### config.mk
export PLATFORM = sky130hd
export DESIGN_NAME = crg_cpu_regs
export DESIGN_NICKNAME = d
export VERILOG_FILES = /design/src/rtl/crg_pkg.sv /design/src/rtl/crg_cpu_regs.sv
export VERILOG_INCLUDE_DIRS = /design/src /design/src/rtl
export SDC_FILE = /design/constraint.sdc
export NUM_CORES = 1
export LEC_CHECK = 0
export BUFFER_PORTS_ARGS = -buffer_cell sky130_fd_sc_hd__buf_4
export CORE_MARGIN = 2
export CORE_UTILIZATION = 55
export DETAILED_ROUTE_END_ITERATION = 8
export PLACE_DENSITY_LB_ADDON = 0.1
export SLEW_MARGIN = 10
export SYNTH_ARGS = -nofsm -noshare
export SYNTH_HDL_FRONTEND = slang
export SYNTH_SLANG_ARGS = --single-unit
### constraint.sdc
create_clock -name i_clk -period 7.8 [get_ports i_clk]
set_clock_uncertainty 0.05 [all_clocks]
set_input_delay 0.39 -clock i_clk [delete_from_list [all_inputs] [get_ports i_clk]]
set_output_delay 0.39 -clock i_clk [all_outputs]
set_load 0.02 [all_outputs]
### src/rtl/crg_params.svh
`ifndef CRG_PARAMS_SVH
`define CRG_PARAMS_SVH
// address map
`define CRG_SFR_BASE 16'hFF00
`define CRG_SFR_TOP 16'hFFFF
`define CRG_DMEM_SMALL_BASE 16'hFE00
`define CRG_DMEM_LARGE_BASE 16'hFD00
`define CRG_RAM_SMALL_BASE 16'hFE00
`define CRG_RAM_LARGE_BASE 16'hFD00
`define CRG_RAM_TOP 16'hFEFF
`define CRG_RESET_VEC_LO 16'h0000
`define CRG_RESET_VEC_HI 16'h0001
// flag word
`define CRG_FLAGS_RESET 8'h02
`define CRG_FLAG_CY 0
`define CRG_FLAG_AC 4
`define CRG_FLAG_Z 6
`define CRG_FLAG_IE 7
// register port offsets
`define CRG_REG_FETCH 8'h00
`define CRG_REG_FLAGS 8'h01
`define CRG_REG_STACK 8'h02
`define CRG_REG_GPR0 8'h08
`define CRG_REG_PAIR0 8'h10
`define CRG_REG_STATUS 8'h18
`define CRG_REG_CTRL 8'h19
`define CRG_SFR_RO_LO 8'h10
`define CRG_SFR_RO_HI 8'h1B
`endif

### src/rtl/crg_pkg.sv
package crg_pkg;
  typedef enum logic [1:0] {
    CRG_ST_RESET = 2'b00,
    CRG_ST_VEC_LO = 2'b01,
    CRG_ST_VEC_HI = 2'b11,
    CRG_ST_RUN = 2'b10
  } crg_state_t;

  typedef enum logic [3:0] {
    CRG_OP_NONE = 4'h0,
    CRG_OP_SEQ = 4'h1,
    CRG_OP_BR_IMM = 4'h2,
    CRG_OP_BR_REG = 4'h3,
    CRG_OP_PUSH = 4'h4,
    CRG_OP_POP = 4'h5,
    CRG_OP_PUSH_FLAGS = 4'h6,
    CRG_OP_POP_FLAGS = 4'h7,
    CRG_OP_IRQ_RETURN = 4'h8,
    CRG_OP_MASK_ALL = 4'h9,
    CRG_OP_UNMASK = 4'hA
  } crg_op_t;

  typedef enum logic [2:0] {
    CRG_ALU_NONE = 3'h0,
    CRG_ALU_ADD = 3'h1,
    CRG_ALU_SUB = 3'h2,
    CRG_ALU_ROT = 3'h3,
    CRG_ALU_BIT = 3'h4,
    CRG_ALU_LOGIC = 3'h5
  } crg_alu_t;

  typedef struct packed {
    crg_op_t op;
    logic [2:0] len;
    logic [15:0] target;
    logic [7:0] data;
  } crg_cmd_t;

  typedef struct packed {
    crg_alu_t kind;
    logic [7:0] result;
    logic carry;
    logic nib_carry;
  } crg_alu_res_t;

  typedef struct packed {
    logic wr;
    logic rd;
    logic [7:0] addr;
    logic [15:0] wdata;
  } crg_bus_t;
endpackage

### src/rtl/crg_cpu_regs.sv
// Design decisions made here: the strobed register port and the register addresses.
`timescale 1ns/1ps
`include "crg_params.svh"
// Behaviour
// - peripheral register area is FF00H through FFFFH
// - special data addressing from FE00H small RAM, FD00H large RAM
// - fetch pointer is a 16-bit next-instruction address
// - sequential execution advances fetch pointer by instruction length
// - branch loads immediate target or selected register contents
// - reset loads fetch pointer from vector bytes 0000H and 0001H
// - even vector byte is low half, odd byte high half
// - flag word is 8 bits, reset value 02H
// - flags pushed on interrupt and push-flags, restored on return/pop-flags
// - accept flag clear refuses all maskable requests, not non-maskable
// - accept flag set lets each source's mask govern
// - mask-all and acknowledge clear accept flag, unmask-all sets it
// - null flag set on zero result, cleared otherwise
// - nibble carry set on carry or borrow at bit 3
// - main carry holds add and subtract overflow or underflow
// - main carry takes rotate shift-out and acts as bit accumulator
// - stack pointer 16 bits, only internal RAM valid
// - stack pointer decrements before push, increments after pop
// - eight 8-bit general registers, indexed zero to seven
// - registers pair into four 16-bit pairs, indexed zero to three
// - peripheral registers allow 1, 8 or 16 bit access; the register port here moves 8 or 16 bits, with no 1-bit access
// - each peripheral register is RW, read-only or write-only, enforced; here only status is read-only, none write-only
module crg_cpu_regs #(
  parameter bit LARGE_RAM = 1'b1,
  parameter int NUM_IRQ = 8
) (
  input wire logic i_clk,
  input wire logic i_resetn,
  // instruction side
  input wire crg_pkg::crg_cmd_t i_cmd,
  input wire crg_pkg::crg_alu_res_t i_alu,
  input wire logic [2:0] i_reg_sel,
  input wire logic i_reg_we,
  input wire logic [7:0] i_reg_wdata,
  // memory read of vector bytes and stack restore
  input wire logic [7:0] i_mem_rdata,
  // interrupts
  input wire logic [NUM_IRQ-1:0] i_irq_req,
  input wire logic [NUM_IRQ-1:0] i_irq_mask,
  input wire logic i_nmi_req,
  input wire logic [15:0] i_irq_vector,
  // memory access and state outputs from this block
  output logic [15:0] o_mem_addr,
  output logic o_mem_rd,
  output logic o_mem_wr,
  output logic [7:0] o_mem_wdata,
  output logic o_irq_ack,
  output logic [15:0] o_fetch_ptr,
  output logic [7:0] o_flags,
  output logic [15:0] o_stack_ptr,
  output logic [7:0] o_reg_rdata,
  output logic o_ready,
  output logic o_stack_fault,
  // decode of a data address
  input wire logic [15:0] i_daddr,
  output logic o_daddr_sfr,
  output logic o_daddr_special,
  // register port
  input wire logic [7:0] i_addr,
  input wire logic [15:0] i_wdata,
  input wire logic i_wr,
  input wire logic i_rd,
  output logic [15:0] o_rdata
);

  // refused at elaboration: the request vectors are sized from this count
  if (NUM_IRQ < 1 || NUM_IRQ > 16) begin : g_bad_num_irq
    $error("NUM_IRQ out of range");
  end

  ////////////////////////////////////////////////////////////////////////////
  // reset release and small helpers

  logic rst_meta_q, rst_sync_q;
  wire logic rstn = rst_sync_q;

  // two flops release the asynchronous reset cleanly
  always_ff @(posedge i_clk or negedge i_resetn) begin
    if (!i_resetn) begin
      rst_meta_q <= 1'b0;
      rst_sync_q <= 1'b0;
    end else begin
      rst_meta_q <= 1'b1;
      rst_sync_q <= rst_meta_q;
    end
  end

  function automatic logic in_sfr(input logic [15:0] a);
    in_sfr = (a >= `CRG_SFR_BASE) && (a <= `CRG_SFR_TOP);
  endfunction

  function automatic logic in_ram(input logic [15:0] a);
    logic [15:0] base;
    base = LARGE_RAM ? `CRG_RAM_LARGE_BASE : `CRG_RAM_SMALL_BASE;
    in_ram = (a >= base) && (a <= `CRG_RAM_TOP);
  endfunction

  // map decode for the address generator
  always_comb begin
    o_daddr_sfr = in_sfr(i_daddr);
    o_daddr_special = LARGE_RAM ? (i_daddr >= `CRG_DMEM_LARGE_BASE)
                                : (i_daddr >= `CRG_DMEM_SMALL_BASE);
  end

  ////////////////////////////////////////////////////////////////////////////
  // sequencer: vector fetch after reset, push and pop byte steps

  crg_pkg::crg_state_t state_q;
  logic [15:0] pc_q, sp_q;
  logic [7:0] flags_q;
  logic [7:0] gpr_q [8];
  logic [1:0] push_cnt_q; // bytes still to push after the current one for interrupt entry
  logic irq_busy_q;
  logic pop_pending_q; // pop read issued, data next cycle
  crg_pkg::crg_op_t pop_op_q;
  logic [1:0] ret_step_q;
  logic [7:0] ret_lo_q;
  logic ie_saved_q; // accept flag as it stood before the acknowledge cleared it
  crg_pkg::crg_bus_t bus;
  assign bus = '{wr: i_wr, rd: i_rd, addr: i_addr, wdata: i_wdata};

  wire logic running = (state_q == crg_pkg::CRG_ST_RUN);
  wire logic maskable_hit = flags_q[`CRG_FLAG_IE] && |(i_irq_req & ~i_irq_mask);
  // never taken in the middle of a push, pop or return sequence
  wire logic take_irq = o_ready && (i_nmi_req || maskable_hit);

  assign o_ready = running && !irq_busy_q && !pop_pending_q && ret_step_q == 2'd0;

  // vector fetch: read 0000H then 0001H
  always_ff @(posedge i_clk or negedge rstn) begin
    if (!rstn) begin
      state_q <= crg_pkg::CRG_ST_RESET;
    end else begin
      case (state_q)
        crg_pkg::CRG_ST_RESET: state_q <= crg_pkg::CRG_ST_VEC_LO;
        crg_pkg::CRG_ST_VEC_LO: state_q <= crg_pkg::CRG_ST_VEC_HI;
        crg_pkg::CRG_ST_VEC_HI: state_q <= crg_pkg::CRG_ST_RUN;
        default: state_q <= crg_pkg::CRG_ST_RUN;
      endcase
    end
  end

  // memory strobes; stack pushes write at the already-decremented pointer
  logic [7:0] push_byte;
  always_comb begin
    o_mem_addr = 16'h0000;
    o_mem_rd = 1'b0;
    o_mem_wr = 1'b0;
    push_byte = 8'h00;
    if (state_q == crg_pkg::CRG_ST_RESET) begin
      o_mem_addr = `CRG_RESET_VEC_LO;
      o_mem_rd = 1'b1;
    end else if (state_q == crg_pkg::CRG_ST_VEC_LO) begin
      o_mem_addr = `CRG_RESET_VEC_HI;
      o_mem_rd = 1'b1;
    end else if (irq_busy_q) begin
      // flags first, then high and low return address bytes
      o_mem_wr = 1'b1;
      o_mem_addr = 16'(sp_q - 16'h0001);
      case (push_cnt_q)
        2'd2: push_byte = {ie_saved_q, flags_q[6:0]};
        2'd1: push_byte = pc_q[15:8];
        default: push_byte = pc_q[7:0];
      endcase
    end else if (o_ready && (i_cmd.op == crg_pkg::CRG_OP_PUSH
                             || i_cmd.op == crg_pkg::CRG_OP_PUSH_FLAGS)) begin
      o_mem_wr = 1'b1;
      o_mem_addr = 16'(sp_q - 16'h0001);
      push_byte = (i_cmd.op == crg_pkg::CRG_OP_PUSH_FLAGS) ? flags_q : i_cmd.data;
    end else if ((o_ready && (i_cmd.op == crg_pkg::CRG_OP_POP
                  || i_cmd.op == crg_pkg::CRG_OP_POP_FLAGS
                  || i_cmd.op == crg_pkg::CRG_OP_IRQ_RETURN)) || ret_step_q != 2'd0) begin
      o_mem_rd = ret_step_q != 2'd3; // third return byte was read a step earlier
      o_mem_addr = sp_q;
    end
  end

  // write data leaves through a flop; the strobe is paired one cycle earlier
  always_ff @(posedge i_clk or negedge rstn) begin
    if (!rstn) o_mem_wdata <= 8'h00;
    else o_mem_wdata <= push_byte;
  end

  // stack faults: pointer outside internal RAM during interrupt entry, push, push-flags or pop
  always_ff @(posedge i_clk or negedge rstn) begin
    if (!rstn) o_stack_fault <= 1'b0;
    else o_stack_fault <= (o_mem_wr || (o_mem_rd && running)) && !in_ram(o_mem_addr)
                          && (irq_busy_q || i_cmd.op inside {crg_pkg::CRG_OP_PUSH,
                              crg_pkg::CRG_OP_PUSH_FLAGS, crg_pkg::CRG_OP_POP});
  end

  ////////////////////////////////////////////////////////////////////////////
  // fetch pointer

  always_ff @(posedge i_clk or negedge rstn) begin
    if (!rstn) begin
      pc_q <= 16'h0000;
    end else if (state_q == crg_pkg::CRG_ST_VEC_LO) begin
      pc_q[7:0] <= i_mem_rdata;
    end else if (state_q == crg_pkg::CRG_ST_VEC_HI) begin
      pc_q[15:8] <= i_mem_rdata;
    end else if (irq_busy_q && push_cnt_q == 2'd0) begin
      pc_q <= i_irq_vector;
    end else if (ret_step_q == 2'd2) begin
      pc_q <= {i_mem_rdata, ret_lo_q};
    end else if (take_irq) begin
      pc_q <= pc_q;
    end else if (bus.wr && bus.addr == `CRG_REG_FETCH) begin
      pc_q <= bus.wdata;
    end else if (o_ready) begin
      case (i_cmd.op)
        crg_pkg::CRG_OP_SEQ: pc_q <= 16'(pc_q + {13'h0000, i_cmd.len});
        crg_pkg::CRG_OP_BR_IMM: pc_q <= i_cmd.target;
        crg_pkg::CRG_OP_BR_REG: pc_q <= {gpr_q[{i_reg_sel[2:1], 1'b1}],
                                         gpr_q[{i_reg_sel[2:1], 1'b0}]};
        default: pc_q <= pc_q;
      endcase
    end
  end

  ////////////////////////////////////////////////////////////////////////////
  // interrupt entry and return sequencing

  always_ff @(posedge i_clk or negedge rstn) begin
    if (!rstn) begin
      irq_busy_q <= 1'b0;
      push_cnt_q <= 2'd0;
      ie_saved_q <= 1'b0;
    end else if (take_irq) begin
      irq_busy_q <= 1'b1;
      push_cnt_q <= 2'd2;
      ie_saved_q <= flags_q[`CRG_FLAG_IE];
    end else if (irq_busy_q) begin
      if (push_cnt_q == 2'd0) irq_busy_q <= 1'b0;
      else push_cnt_q <= push_cnt_q - 2'd1;
    end
  end

  assign o_irq_ack = take_irq;

  // return pops low address byte, high byte, then flags
  always_ff @(posedge i_clk or negedge rstn) begin
    if (!rstn) begin
      ret_step_q <= 2'd0;
      ret_lo_q <= 8'h00;
      pop_pending_q <= 1'b0;
      pop_op_q <= crg_pkg::CRG_OP_NONE;
    end else begin
      pop_pending_q <= 1'b0;
      if (o_ready && i_cmd.op inside {crg_pkg::CRG_OP_POP, crg_pkg::CRG_OP_POP_FLAGS}) begin
        pop_pending_q <= 1'b1;
        pop_op_q <= i_cmd.op;
      end
      if (o_ready && i_cmd.op == crg_pkg::CRG_OP_IRQ_RETURN) ret_step_q <= 2'd1;
      else if (ret_step_q == 2'd1) begin
        ret_lo_q <= i_mem_rdata;
        ret_step_q <= 2'd2;
      end else if (ret_step_q == 2'd2) ret_step_q <= 2'd3;
      else if (ret_step_q == 2'd3) ret_step_q <= 2'd0;
    end
  end

  ////////////////////////////////////////////////////////////////////////////
  // stack pointer, left at zero here though software must load it

  wire logic sp_dec = o_mem_wr;
  wire logic sp_inc = o_mem_rd && running && (ret_step_q != 2'd0 || o_ready);

  always_ff @(posedge i_clk or negedge rstn) begin
    if (!rstn) sp_q <= 16'h0000;
    else if (bus.wr && bus.addr == `CRG_REG_STACK) sp_q <= bus.wdata;
    else if (sp_dec) sp_q <= 16'(sp_q - 16'h0001);
    else if (sp_inc) sp_q <= 16'(sp_q + 16'h0001);
  end

  ////////////////////////////////////////////////////////////////////////////
  // flag word

  always_ff @(posedge i_clk or negedge rstn) begin
    if (!rstn) begin
      flags_q <= `CRG_FLAGS_RESET;
    end else if (take_irq) begin
      flags_q[`CRG_FLAG_IE] <= 1'b0;
    end else if (ret_step_q == 2'd3 || (pop_pending_q && pop_op_q == crg_pkg::CRG_OP_POP_FLAGS)) begin
      flags_q <= i_mem_rdata;
    end else if (bus.wr && bus.addr == `CRG_REG_FLAGS) begin
      flags_q <= bus.wdata[7:0];
    end else if (o_ready) begin
      if (i_cmd.op == crg_pkg::CRG_OP_MASK_ALL) flags_q[`CRG_FLAG_IE] <= 1'b0;
      if (i_cmd.op == crg_pkg::CRG_OP_UNMASK) flags_q[`CRG_FLAG_IE] <= 1'b1;
      if (i_alu.kind != crg_pkg::CRG_ALU_NONE) begin
        flags_q[`CRG_FLAG_Z] <= (i_alu.result == 8'h00);
      end
      if (i_alu.kind == crg_pkg::CRG_ALU_ADD || i_alu.kind == crg_pkg::CRG_ALU_SUB) begin
        flags_q[`CRG_FLAG_AC] <= i_alu.nib_carry;
        flags_q[`CRG_FLAG_CY] <= i_alu.carry;
      end
      if (i_alu.kind == crg_pkg::CRG_ALU_ROT || i_alu.kind == crg_pkg::CRG_ALU_BIT) begin
        flags_q[`CRG_FLAG_CY] <= i_alu.carry;
      end
    end
  end

  ////////////////////////////////////////////////////////////////////////////
  // general registers: 8 bytes, pairs are two adjacent bytes

  always_ff @(posedge i_clk or negedge rstn) begin
    if (!rstn) begin
      for (int i = 0; i < 8; i++) gpr_q[i] <= 8'h00;
    end else if (pop_pending_q && pop_op_q == crg_pkg::CRG_OP_POP) begin
      gpr_q[i_reg_sel] <= i_mem_rdata;
    end else if (bus.wr && bus.addr[7:3] == 5'(`CRG_REG_GPR0 >> 3)) begin
      gpr_q[bus.addr[2:0]] <= bus.wdata[7:0];
    end else if (bus.wr && bus.addr[7:2] == 6'(`CRG_REG_PAIR0 >> 2)) begin
      gpr_q[{bus.addr[1:0], 1'b0}] <= bus.wdata[7:0];
      gpr_q[{bus.addr[1:0], 1'b1}] <= bus.wdata[15:8];
    end else if (i_reg_we) begin
      gpr_q[i_reg_sel] <= i_reg_wdata;
    end
  end

  always_ff @(posedge i_clk or negedge rstn) begin
    if (!rstn) o_reg_rdata <= 8'h00;
    else o_reg_rdata <= gpr_q[i_reg_sel];
  end

  always_ff @(posedge i_clk or negedge rstn) begin
    if (!rstn) begin
      o_fetch_ptr <= 16'h0000;
      o_flags <= 8'h00;
      o_stack_ptr <= 16'h0000;
    end else begin
      o_fetch_ptr <= pc_q;
      o_flags <= flags_q;
      o_stack_ptr <= sp_q;
    end
  end

  ////////////////////////////////////////////////////////////////////////////
  // register port read, one cycle after the strobe

  always_ff @(posedge i_clk or negedge rstn) begin
    if (!rstn) begin
      o_rdata <= 16'h0000;
    end else if (bus.rd) begin
      if (bus.addr == `CRG_REG_FETCH) o_rdata <= pc_q;
      else if (bus.addr == `CRG_REG_FLAGS) o_rdata <= {8'h00, flags_q};
      else if (bus.addr == `CRG_REG_STACK) o_rdata <= sp_q;
      else if (bus.addr[7:3] == 5'(`CRG_REG_GPR0 >> 3)) o_rdata <= {8'h00, gpr_q[bus.addr[2:0]]};
      else if (bus.addr[7:2] == 6'(`CRG_REG_PAIR0 >> 2))
        o_rdata <= {gpr_q[{bus.addr[1:0], 1'b1}], gpr_q[{bus.addr[1:0], 1'b0}]};
      else if (bus.addr == `CRG_REG_STATUS)
        o_rdata <= {12'h000, irq_busy_q, o_ready, state_q}; // read-only, no write path
      else o_rdata <= 16'h0000;
    end else begin
      o_rdata <= 16'h0000;
    end
  end
endmodule

==> results of run 1 <==
-- report_power, final --
group	switching, mW	internal (mW)	total [mW]
registers	0.481	1.36	1.84
logic	1.35	0.974	2.32
clock network	0.452	0.420	0.872
-- per-stage QoR --
step	util	setup WS, ns	area (sq um)	hold slack (ns)	instances
CTS	0.656	4.13	15900	0.180	1963
detailed placement	0.633	3.90	15300	0.124	1930
global route	0.656	3.94	15900	0.193	1964
global placement	0.633	3.89	15300	0.124	1930
finish	0.656	4.06	15900	0.189	1964
floorplan	-	1.77	13500	0.0444	1492
-- synthesized netlist by cell type (all sizes together) (8+ instances only) --
cell	instances	area, sq um
a21oi	96	480
o211ai	18	135
o31ai	10	75.1
nand4	14	87.6
nor4	9	56.3
a211oi	9	80.1
o2111ai	8	70.1
nor2b	13	81.3
nor2	154	581
mux2i	36	360
clkbuf	99	372
or3	12	75.1
nor3	26	135
ha	12	150
a31oi	48	300
a221oi	16	146
a32oi	23	201
mux4	39	878
o22ai	12	75.1
buf	34	146
mux2	45	507
a22oi	48	360
xnor2	23	201
nand3	43	215
a222oi	32	320
nand2	119	447
nand2b	18	113
o21ai	83	419
inv	42	158
a21boi	9	67.6
and2	10	62.6
dfrtp	199	4980
and3	18	113
-- registers in the layout (all words and copies together), names as in the netlist, 16 cells and up --
register     cells
sp_q            16
o_stack_ptr     16
o_fetch_ptr     16
gpr_q           64
o_rdata         16
pc_q            16
-- cell families (layout without fill, tap and decap cells) --
kind of cell               count (synthesis)  count (layout)  share of synthesized area
AOI/OAI and AO/OA                        477             477                      0.251
and+or+nand+nor                          474             474                      0.168
DFF                                      200             200                      0.369
adders and majority gates                 13              13                     0.0126
other                                      1               1                   0.000277
buffers and inverters                    177             325                     0.0504
xor gates and xnor gates                  30              30                     0.0194
muxes                                    120             120                      0.129
-- repair_timing --
item                                   in CTS  in global routing
hold buffers                                1                  0
endpoints found under the hold margin       2                  0
gates resized for setup                     0                  0
-- layer usage --
metal	up-vias	global-route usage	part of all wire
met2	1143	0.648	0.45
met1	6690	0.529	0.36
met4	0	0.243	0.071
met3	244	0.106	0.13
li1	5943	-	-
met5	-	0	0
-- worst reg2reg max path: stages, from the launching register on --
cell       delay (ns)
dfrtp_1          0.38
nand4b_1         0.26
nor2_2           0.94
a211oi_2         0.23
buf_4            0.31
a2111oi_4        0.82
a21oi_1          0.16
-- placed cells by master, fill, tap and decap left out, drive strengths merged, types with 8 or more instances in the layout --
master,Yosys,layout
and3,18,18
o21ai,83,83
nand3,43,43
or3,12,12
a211oi,9,9
a221oi,16,16
o211ai,18,18
nor3,26,26
mux2i,36,36
o22ai,12,12
nand4,14,14
buf,34,248
dfrtp,199,199
a21boi,9,9
mux4,39,39
a222oi,32,32
mux2,45,45
nand2,119,119
nor2,154,154
inv,42,47
nand2b,18,18
and2,10,10
ha,12,12
nor2b,13,13
nor4,9,9
o31ai,10,10
a21oi,96,96
a32oi,23,23
clkinv,2,8
clkbuf,99,19
a31oi,48,48
o2111ai,8,8
xnor2,23,23
a22oi,48,48
-- cell type report --
type | instances | area [sq um]
inverter | 44 | 165
fill | 2066 | 8340
multi-input combinational | 1115 | 7900
tap | 324 | 405
clock buffer | 19 | 433
sequential | 200 | 5010
timing repair buffer | 249 | 1870
clock inverter | 13 | 115
-- path summary, 6_finish.rpt --
check | start | to | slack, ns | cells after the start
hold reg to reg | rst_meta_q | rst_sync_q | 0.30 | 0
setup / recovery | state_q[0] | o_mem_addr[7] | 4.06 | 8
min in group i_clk | i_reg_wdata[5] | gpr_q[21] | 0.23 | 3
hold / removal | i_resetn | rst_sync_q | 0.19 | 2
max in group asynchronous | rst_sync_q | gpr_q[7] | 5.77 | 1
setup reg to reg | pop_op_q[3] | gpr_q[47] | 4.48 | 6
==> impl_metrics.prom, run 1 <==
# TYPE chip_impl_metric gauge
chip_impl_metric{name="fraction_of_layout_cells_with_a_size_suffix_above_1",unit=""} 0.241
chip_impl_metric{name="ant_nets",unit=""} 0
chip_impl_metric{name="final_max_slew_viol_count",unit=""} 0
chip_impl_metric{name="chipWidth",unit="microns"} 161
chip_impl_metric{name="synthCells",unit=""} 1492
chip_impl_metric{name="fp.dieArea",unit="sq um"} 25900
chip_impl_metric{name="postSynthNetCount",unit=""} 1646
chip_impl_metric{name="clock_insertion_delay_at_the_later_pin_of_the_skew_report",unit="ns"} 0.45
chip_impl_metric{name="ys_seq_elements",unit=""} 200
chip_impl_metric{name="clock_slew_at_the_register_clock_pins_of_the_worst_setup_and_hold_paths",unit="ns"} 0.09
chip_impl_metric{name="ioPinCount",unit=""} 236
chip_impl_metric{name="cts_sinks",unit=""} 200
chip_impl_metric{name="synth-edff-count",unit=""} 0
chip_impl_metric{name="finalPower",unit="mW"} 5.04
chip_impl_metric{name="grt_first_pass_wirelength",unit="microns"} 80600
chip_impl_info{name="cts_tree",value="yes"} 1
chip_impl_metric{name="clock_path_buffers",unit=""} 2
chip_impl_metric{name="power_density",unit="nW/um^2"} 317
chip_impl_metric{name="critical_path.max_fanout",unit=""} 32
chip_impl_metric{name="grt_use_total",unit=""} 0.417
chip_impl_metric{name="syn-cell-area",unit="sq um"} 13500
chip_impl_metric{name="portBuffers",unit=""} 227
chip_impl_metric{name="antenna_found_initial",unit=""} 0
chip_impl_metric{name="arrival",unit="ns"} 3.30
chip_impl_metric{name="wl_per_cell",unit="microns"} 28.0
chip_impl_metric{name="number_of_distinct_library_cells_after_synthesis",unit=""} 82
chip_impl_info{name="unrepaired_setup_endpoints_after_global_routing",value="no"} 1
chip_impl_metric{name="slew_headroom",unit=""} 0.163
chip_impl_info{name="outcome",value="finished, violations left"} 1
chip_impl_metric{name="h_tree_depth_reported_by_cts",unit=""} 4
chip_impl_metric{name="cts_buffers",unit=""} 17
chip_impl_metric{name="post-route-drc-count",unit=""} 1
chip_impl_info{name="timing.critical_path.max_delay_family",value="buffers and inverters"} 1
chip_impl_info{name="timing.critical_path.cells",value="and4bb_2 > a21oi_2 > buf_4 > clkinv_1 > and3_1 > nor2_1 > a21oi_1 > buf_4"} 1
chip_impl_metric{name="number_of_diodes_added_for_antenna_fixing",unit=""} 0
chip_impl_metric{name="drt_iter0_markers",unit=""} 1987
chip_impl_info{name="critPathCaptureType",value="output port"} 1
chip_impl_metric{name="die_y",unit="microns"} 161
chip_impl_metric{name="first_pass_iters",unit=""} 9
chip_impl_metric{name="post_cts.repair.setup_buffers",unit=""} 0
chip_impl_metric{name="synth_warnings",unit=""} 0
chip_impl_metric{name="route.detailed.vias_per_inst",unit=""} 7.14
chip_impl_metric{name="power.ir.vdd_worst",unit="uV"} 196
chip_impl_metric{name="first_global_vias",unit=""} 13000
chip_impl_metric{name="gp_routability_congestion",unit=""} 0.997
chip_impl_info{name="violations_in_the_final_reports",value="design-rule violations"} 1
chip_impl_metric{name="critical_path.n_buffers_inverters",unit=""} 3
chip_impl_info{name="clockRootBuffer",value="clkbuf_16"} 1
chip_impl_metric{name="cp.required",unit="ns"} 7.36
chip_impl_metric{name="setup_total_negative_slack",unit="ns"} 0
chip_impl_metric{name="initial_utilization",unit=""} 0.559
chip_impl_metric{name="async_sr_flop_fraction",unit=""} 1.00
chip_impl_metric{name="hold_viol_final",unit=""} 0
chip_impl_info{name="ys_dominant_reg_cell",value="dfrtp_1"} 1
chip_impl_metric{name="setup_viol_count_final",unit=""} 0
chip_impl_info{name="critPathMostFrequentCell",value="buf_4"} 1
chip_impl_metric{name="grt.overflow.total",unit=""} 0
chip_impl_metric{name="design.core.area",unit="sq um"} 24200
chip_impl_info{name="hold_path.class",value="in -> async"} 1
chip_impl_metric{name="fin_crit",unit="ns"} 3.74
chip_impl_metric{name="areaGrowthSynthToFinish",unit="%"} 17.4
chip_impl_metric{name="mean_instance_size_in_the_synthesized_netlist",unit="sq um"} 9.08
chip_impl_metric{name="critical_path.max_stage_delay",unit="ns"} 0.76
chip_impl_info{name="worst_setup_path_start_kind",value="flop"} 1
chip_impl_metric{name="hpwl",unit="microns"} 39000
chip_impl_metric{name="route.final.wire_length",unit="microns"} 54900
chip_impl_metric{name="tightest_slew",unit="ns"} 1.25
chip_impl_metric{name="maximum_number_of_pins_on_one_net_before_global_route_repair",unit=""} 78
chip_impl_info{name="slowest_stage",value="dfrtp_1"} 1
chip_impl_metric{name="power.leakage",unit="nW"} 6.68
chip_impl_metric{name="max_freq",unit="GHz"} 0.267
chip_impl_metric{name="ys_seq_area_frac",unit=""} 0.369
chip_impl_metric{name="detailroute.via_count",unit=""} 14000
chip_impl_metric{name="std_cell_rows",unit=""} 57
chip_impl_metric{name="max_cap_viol_count",unit=""} 0
chip_impl_info{name="critPathKind",value="reg -> out"} 1
chip_impl_metric{name="finish.net_count",unit=""} 1781
chip_impl_metric{name="final_min_period_over_clock_period",unit=""} 0.480
Power figures use the tool's default switching activity.
==> run 2, diff against run 1 <==
Settings changed: CORE_UTILIZATION 55 to 52.
Clock period 7.8 ns to 3.09 ns, I/O delays scaled along.
==> impl_metrics.prom, run 2 (same netlist as run 1, synthesis figures left out) <==
# TYPE chip_impl_metric gauge
chip_impl_metric{name="setup_total_negative_slack",unit="ns"} 0
chip_impl_metric{name="fp.dieArea",unit="sq um"} 27400
chip_impl_info{name="worst_setup_path_startpoint",value="ret_step_q[0]"} 1
chip_impl_metric{name="clockPowerShare",unit=""} 0.175
chip_impl_metric{name="h_tree_depth_reported_by_cts",unit=""} 4
chip_impl_info{name="clockRootBuffer",value="clkbuf_16"} 1
chip_impl_metric{name="seqCellArea",unit="sq um"} 5010
chip_impl_metric{name="cts_sinks",unit=""} 200
chip_impl_metric{name="switching_share",unit=""} 0.451
chip_impl_metric{name="route.final.wire_length",unit="microns"} 58200
chip_impl_info{name="layout.cells.most_common_list",value="308 x buf_4, 198 x dfrtp_1, 152 x nor2_1, 119 x nand2_1, 95 x a21oi_1"} 1
chip_impl_metric{name="critical_path.max_fanout",unit=""} 13
chip_impl_metric{name="finalPower",unit="mW"} 13.3
chip_impl_metric{name="whs",unit="ns"} 0.0149
chip_impl_metric{name="clock_slew_at_the_register_clock_pins_of_the_worst_setup_and_hold_paths",unit="ns"} 0.08
chip_impl_metric{name="initial_utilization",unit=""} 0.524
chip_impl_info{name="critPathCaptureType",value="output port"} 1
chip_impl_info{name="holdCritStartpoint",value="i_rd"} 1
chip_impl_metric{name="maximum_number_of_pins_on_one_net_before_global_route_repair",unit=""} 80
chip_impl_metric{name="share_seq_of_total_power",unit=""} 0.329
chip_impl_metric{name="areaGrowthSynthToFinish",unit="%"} 21.7
chip_impl_metric{name="power.net_switching",unit="mW"} 5.98
chip_impl_info{name="rr_endpoint",value="pc_q[2]"} 1
chip_impl_info{name="leading_cell_type_in_the_layout_fill_and_taps_excluded",value="buf_4"} 1
chip_impl_metric{name="fraction_of_layout_cells_with_a_size_suffix_above_1",unit=""} 0.272
chip_impl_metric{name="post_cts.repair.setup_buffers",unit=""} 0
chip_impl_metric{name="post-route-drc-count",unit=""} 6
chip_impl_metric{name="regToRegSetupSlack",unit="ns"} 0.16
chip_impl_metric{name="route.detailed.vias_per_inst",unit=""} 7.05
chip_impl_metric{name="final_cells",unit=""} 2039
chip_impl_metric{name="wl_per_cell",unit="microns"} 28.5
chip_impl_info{name="worst_setup_path_start_kind",value="flop"} 1
chip_impl_metric{name="grt_use_total",unit=""} 0.427
chip_impl_metric{name="worst-r2r-cell-count",unit=""} 9
chip_impl_metric{name="grt.overflow.total",unit=""} 0
chip_impl_metric{name="placed_cells",unit=""} 2004
chip_impl_metric{name="number_of_diodes_added_for_antenna_fixing",unit=""} 0
chip_impl_metric{name="clock_path_buffers",unit=""} 2
chip_impl_metric{name="ioPinCount",unit=""} 236
chip_impl_metric{name="tightest_slew",unit="ns"} 0.993
chip_impl_metric{name="cell_area_after_layout",unit="sq um"} 16500
chip_impl_metric{name="placed_cell_areas",unit="sq um"} 15800
chip_impl_metric{name="detailroute.via_count",unit=""} 14400
chip_impl_metric{name="slew_headroom",unit=""} 0.338
chip_impl_metric{name="final_max_slew_viol_count",unit=""} 0
chip_impl_metric{name="portBuffers",unit=""} 227
chip_impl_metric{name="min_delay_path_depth",unit=""} 2
chip_impl_metric{name="multi_input_comb_area",unit="sq um"} 7930
chip_impl_metric{name="chipWidth",unit="microns"} 165
chip_impl_metric{name="power.internal",unit="mW"} 7.27
chip_impl_metric{name="grt_first_pass_wirelength",unit="microns"} 85400
chip_impl_info{name="largest-register",value="gpr_q"} 1
chip_impl_metric{name="largest_register_ffs",unit=""} 64
chip_impl_info{name="worstReg2RegStart",value="ret_step_q[0]"} 1
chip_impl_metric{name="power_density",unit="nW/um^2"} 803
chip_impl_info{name="outcome",value="finished, violations left"} 1
chip_impl_metric{name="hold_viol_final",unit=""} 0
chip_impl_metric{name="gp_routability_congestion",unit=""} 1.03
chip_impl_metric{name="max_cap_viol_count",unit=""} 0
chip_impl_metric{name="finish.net_count",unit=""} 1845
chip_impl_metric{name="drt_iter0_markers",unit=""} 2542
chip_impl_metric{name="setup_viol_count_final",unit=""} 0
chip_impl_metric{name="power.ir.vdd_worst",unit="uV"} 574
chip_impl_metric{name="power.leakage",unit="nW"} 7.03
chip_impl_metric{name="nFillCells",unit=""} 2226
chip_impl_metric{name="first_pass_iters",unit=""} 9
chip_impl_info{name="hold_path.class",value="in -> reg"} 1
chip_impl_metric{name="ant_nets",unit=""} 0
chip_impl_metric{name="first_global_vias",unit=""} 13600
chip_impl_info{name="critPathKind",value="reg -> out"} 1
chip_impl_info{name="min_to",value="o_rdata[1]"} 1
chip_impl_metric{name="final_min_period_over_clock_period",unit=""} 0.953
chip_impl_metric{name="std_cell_rows",unit=""} 59
chip_impl_metric{name="cp.required",unit="ns"} 2.89
chip_impl_info{name="violations_in_the_final_reports",value="design-rule violations"} 1
chip_impl_metric{name="design.core.area",unit="sq um"} 25800
chip_impl_metric{name="arrival",unit="ns"} 2.74
chip_impl_info{name="cts_tree",value="yes"} 1
chip_impl_metric{name="clock_insertion_delay_at_the_later_pin_of_the_skew_report",unit="ns"} 0.45
chip_impl_metric{name="combinationalPowerShare",unit=""} 0.496
chip_impl_metric{name="max_freq",unit="GHz"} 0.340
chip_impl_metric{name="hpwl",unit="microns"} 41400
chip_impl_metric{name="fin_crit",unit="ns"} 2.94
chip_impl_info{name="unrepaired_setup_endpoints_after_global_routing",value="no"} 1
chip_impl_metric{name="antenna_found_initial",unit=""} 4
chip_impl_metric{name="cts_buffers",unit=""} 17
chip_impl_metric{name="die_y",unit="microns"} 165
## run 2: stage by stage
step,setup slack [ns],util
floorplan,0.314,-
global placement,0.180,0.613
detailed placement,0.105,0.613
CTS,0.0506,0.637
global route,0.0165,0.638
finish,0.146,0.638
## run 2: power by group through the flow
stage	logic, mW	registers, mW	clock network (mW)
2_1_floorplan	3.66	4.39	0
3_3_place_gp	6.27	4.33	0
3_5_place_dp	6.35	4.36	0
4_1_cts	6.40	4.31	2.31
5_1_grt	7.04	4.42	2.42
6_report	6.58	4.36	2.31
## run 2: worst max path at each step
stage / slack, ns / end / cells after the start
final: 0.15 / o_mem_addr[2] / 8
after global routing: 0.02 / o_mem_addr[15] / 8
after detailed placement: 0.10 / gpr_q[19] / 6
after CTS: 0.05 / o_mem_addr[15] / 6
after global placement: 0.18 / gpr_q[21] / 6
after floorplan: 0.31 / o_stack_fault / 8
## run 2: area by class of cell
class                      instances  share of cell area
inverter                          44              0.0100
tap                              335              0.0254
clock inverter                    14             0.00903
multi-input combinational       1115               0.481
sequential                       200               0.304
clock buffer                      18              0.0266
timing repair buffer             313               0.144
## run 2: layer usage
layer,vias to the layer above,GRT usage,wire length (microns)
li1,6080,-,-
met5,-,0,35
met1,6751,0.546,20000
met3,302,0.125,8650
met4,6,0.260,4360
met2,1235,0.643,25100
## run 2: critical path, cell delays in order (launching register included)
cell	delay (ns)
dfrtp_1	0.43
inv_1	0.11
ha_1	0.24
or4bb_1	0.57
nand2_1	0.14
and4_4	0.34
o21ai_0	0.11
o21ai_0	0.15
buf_4	0.21
## run 2: timing repair
| action | 4_1_cts | 5_1_grt |
|---|---|---|
| resized for setup | 2 | 7 |
| endpoints found under the hold margin | 3 | 0 |
| hold buffers | 3 | 0 |
| setup endpoints to repair | 4 | 11 |
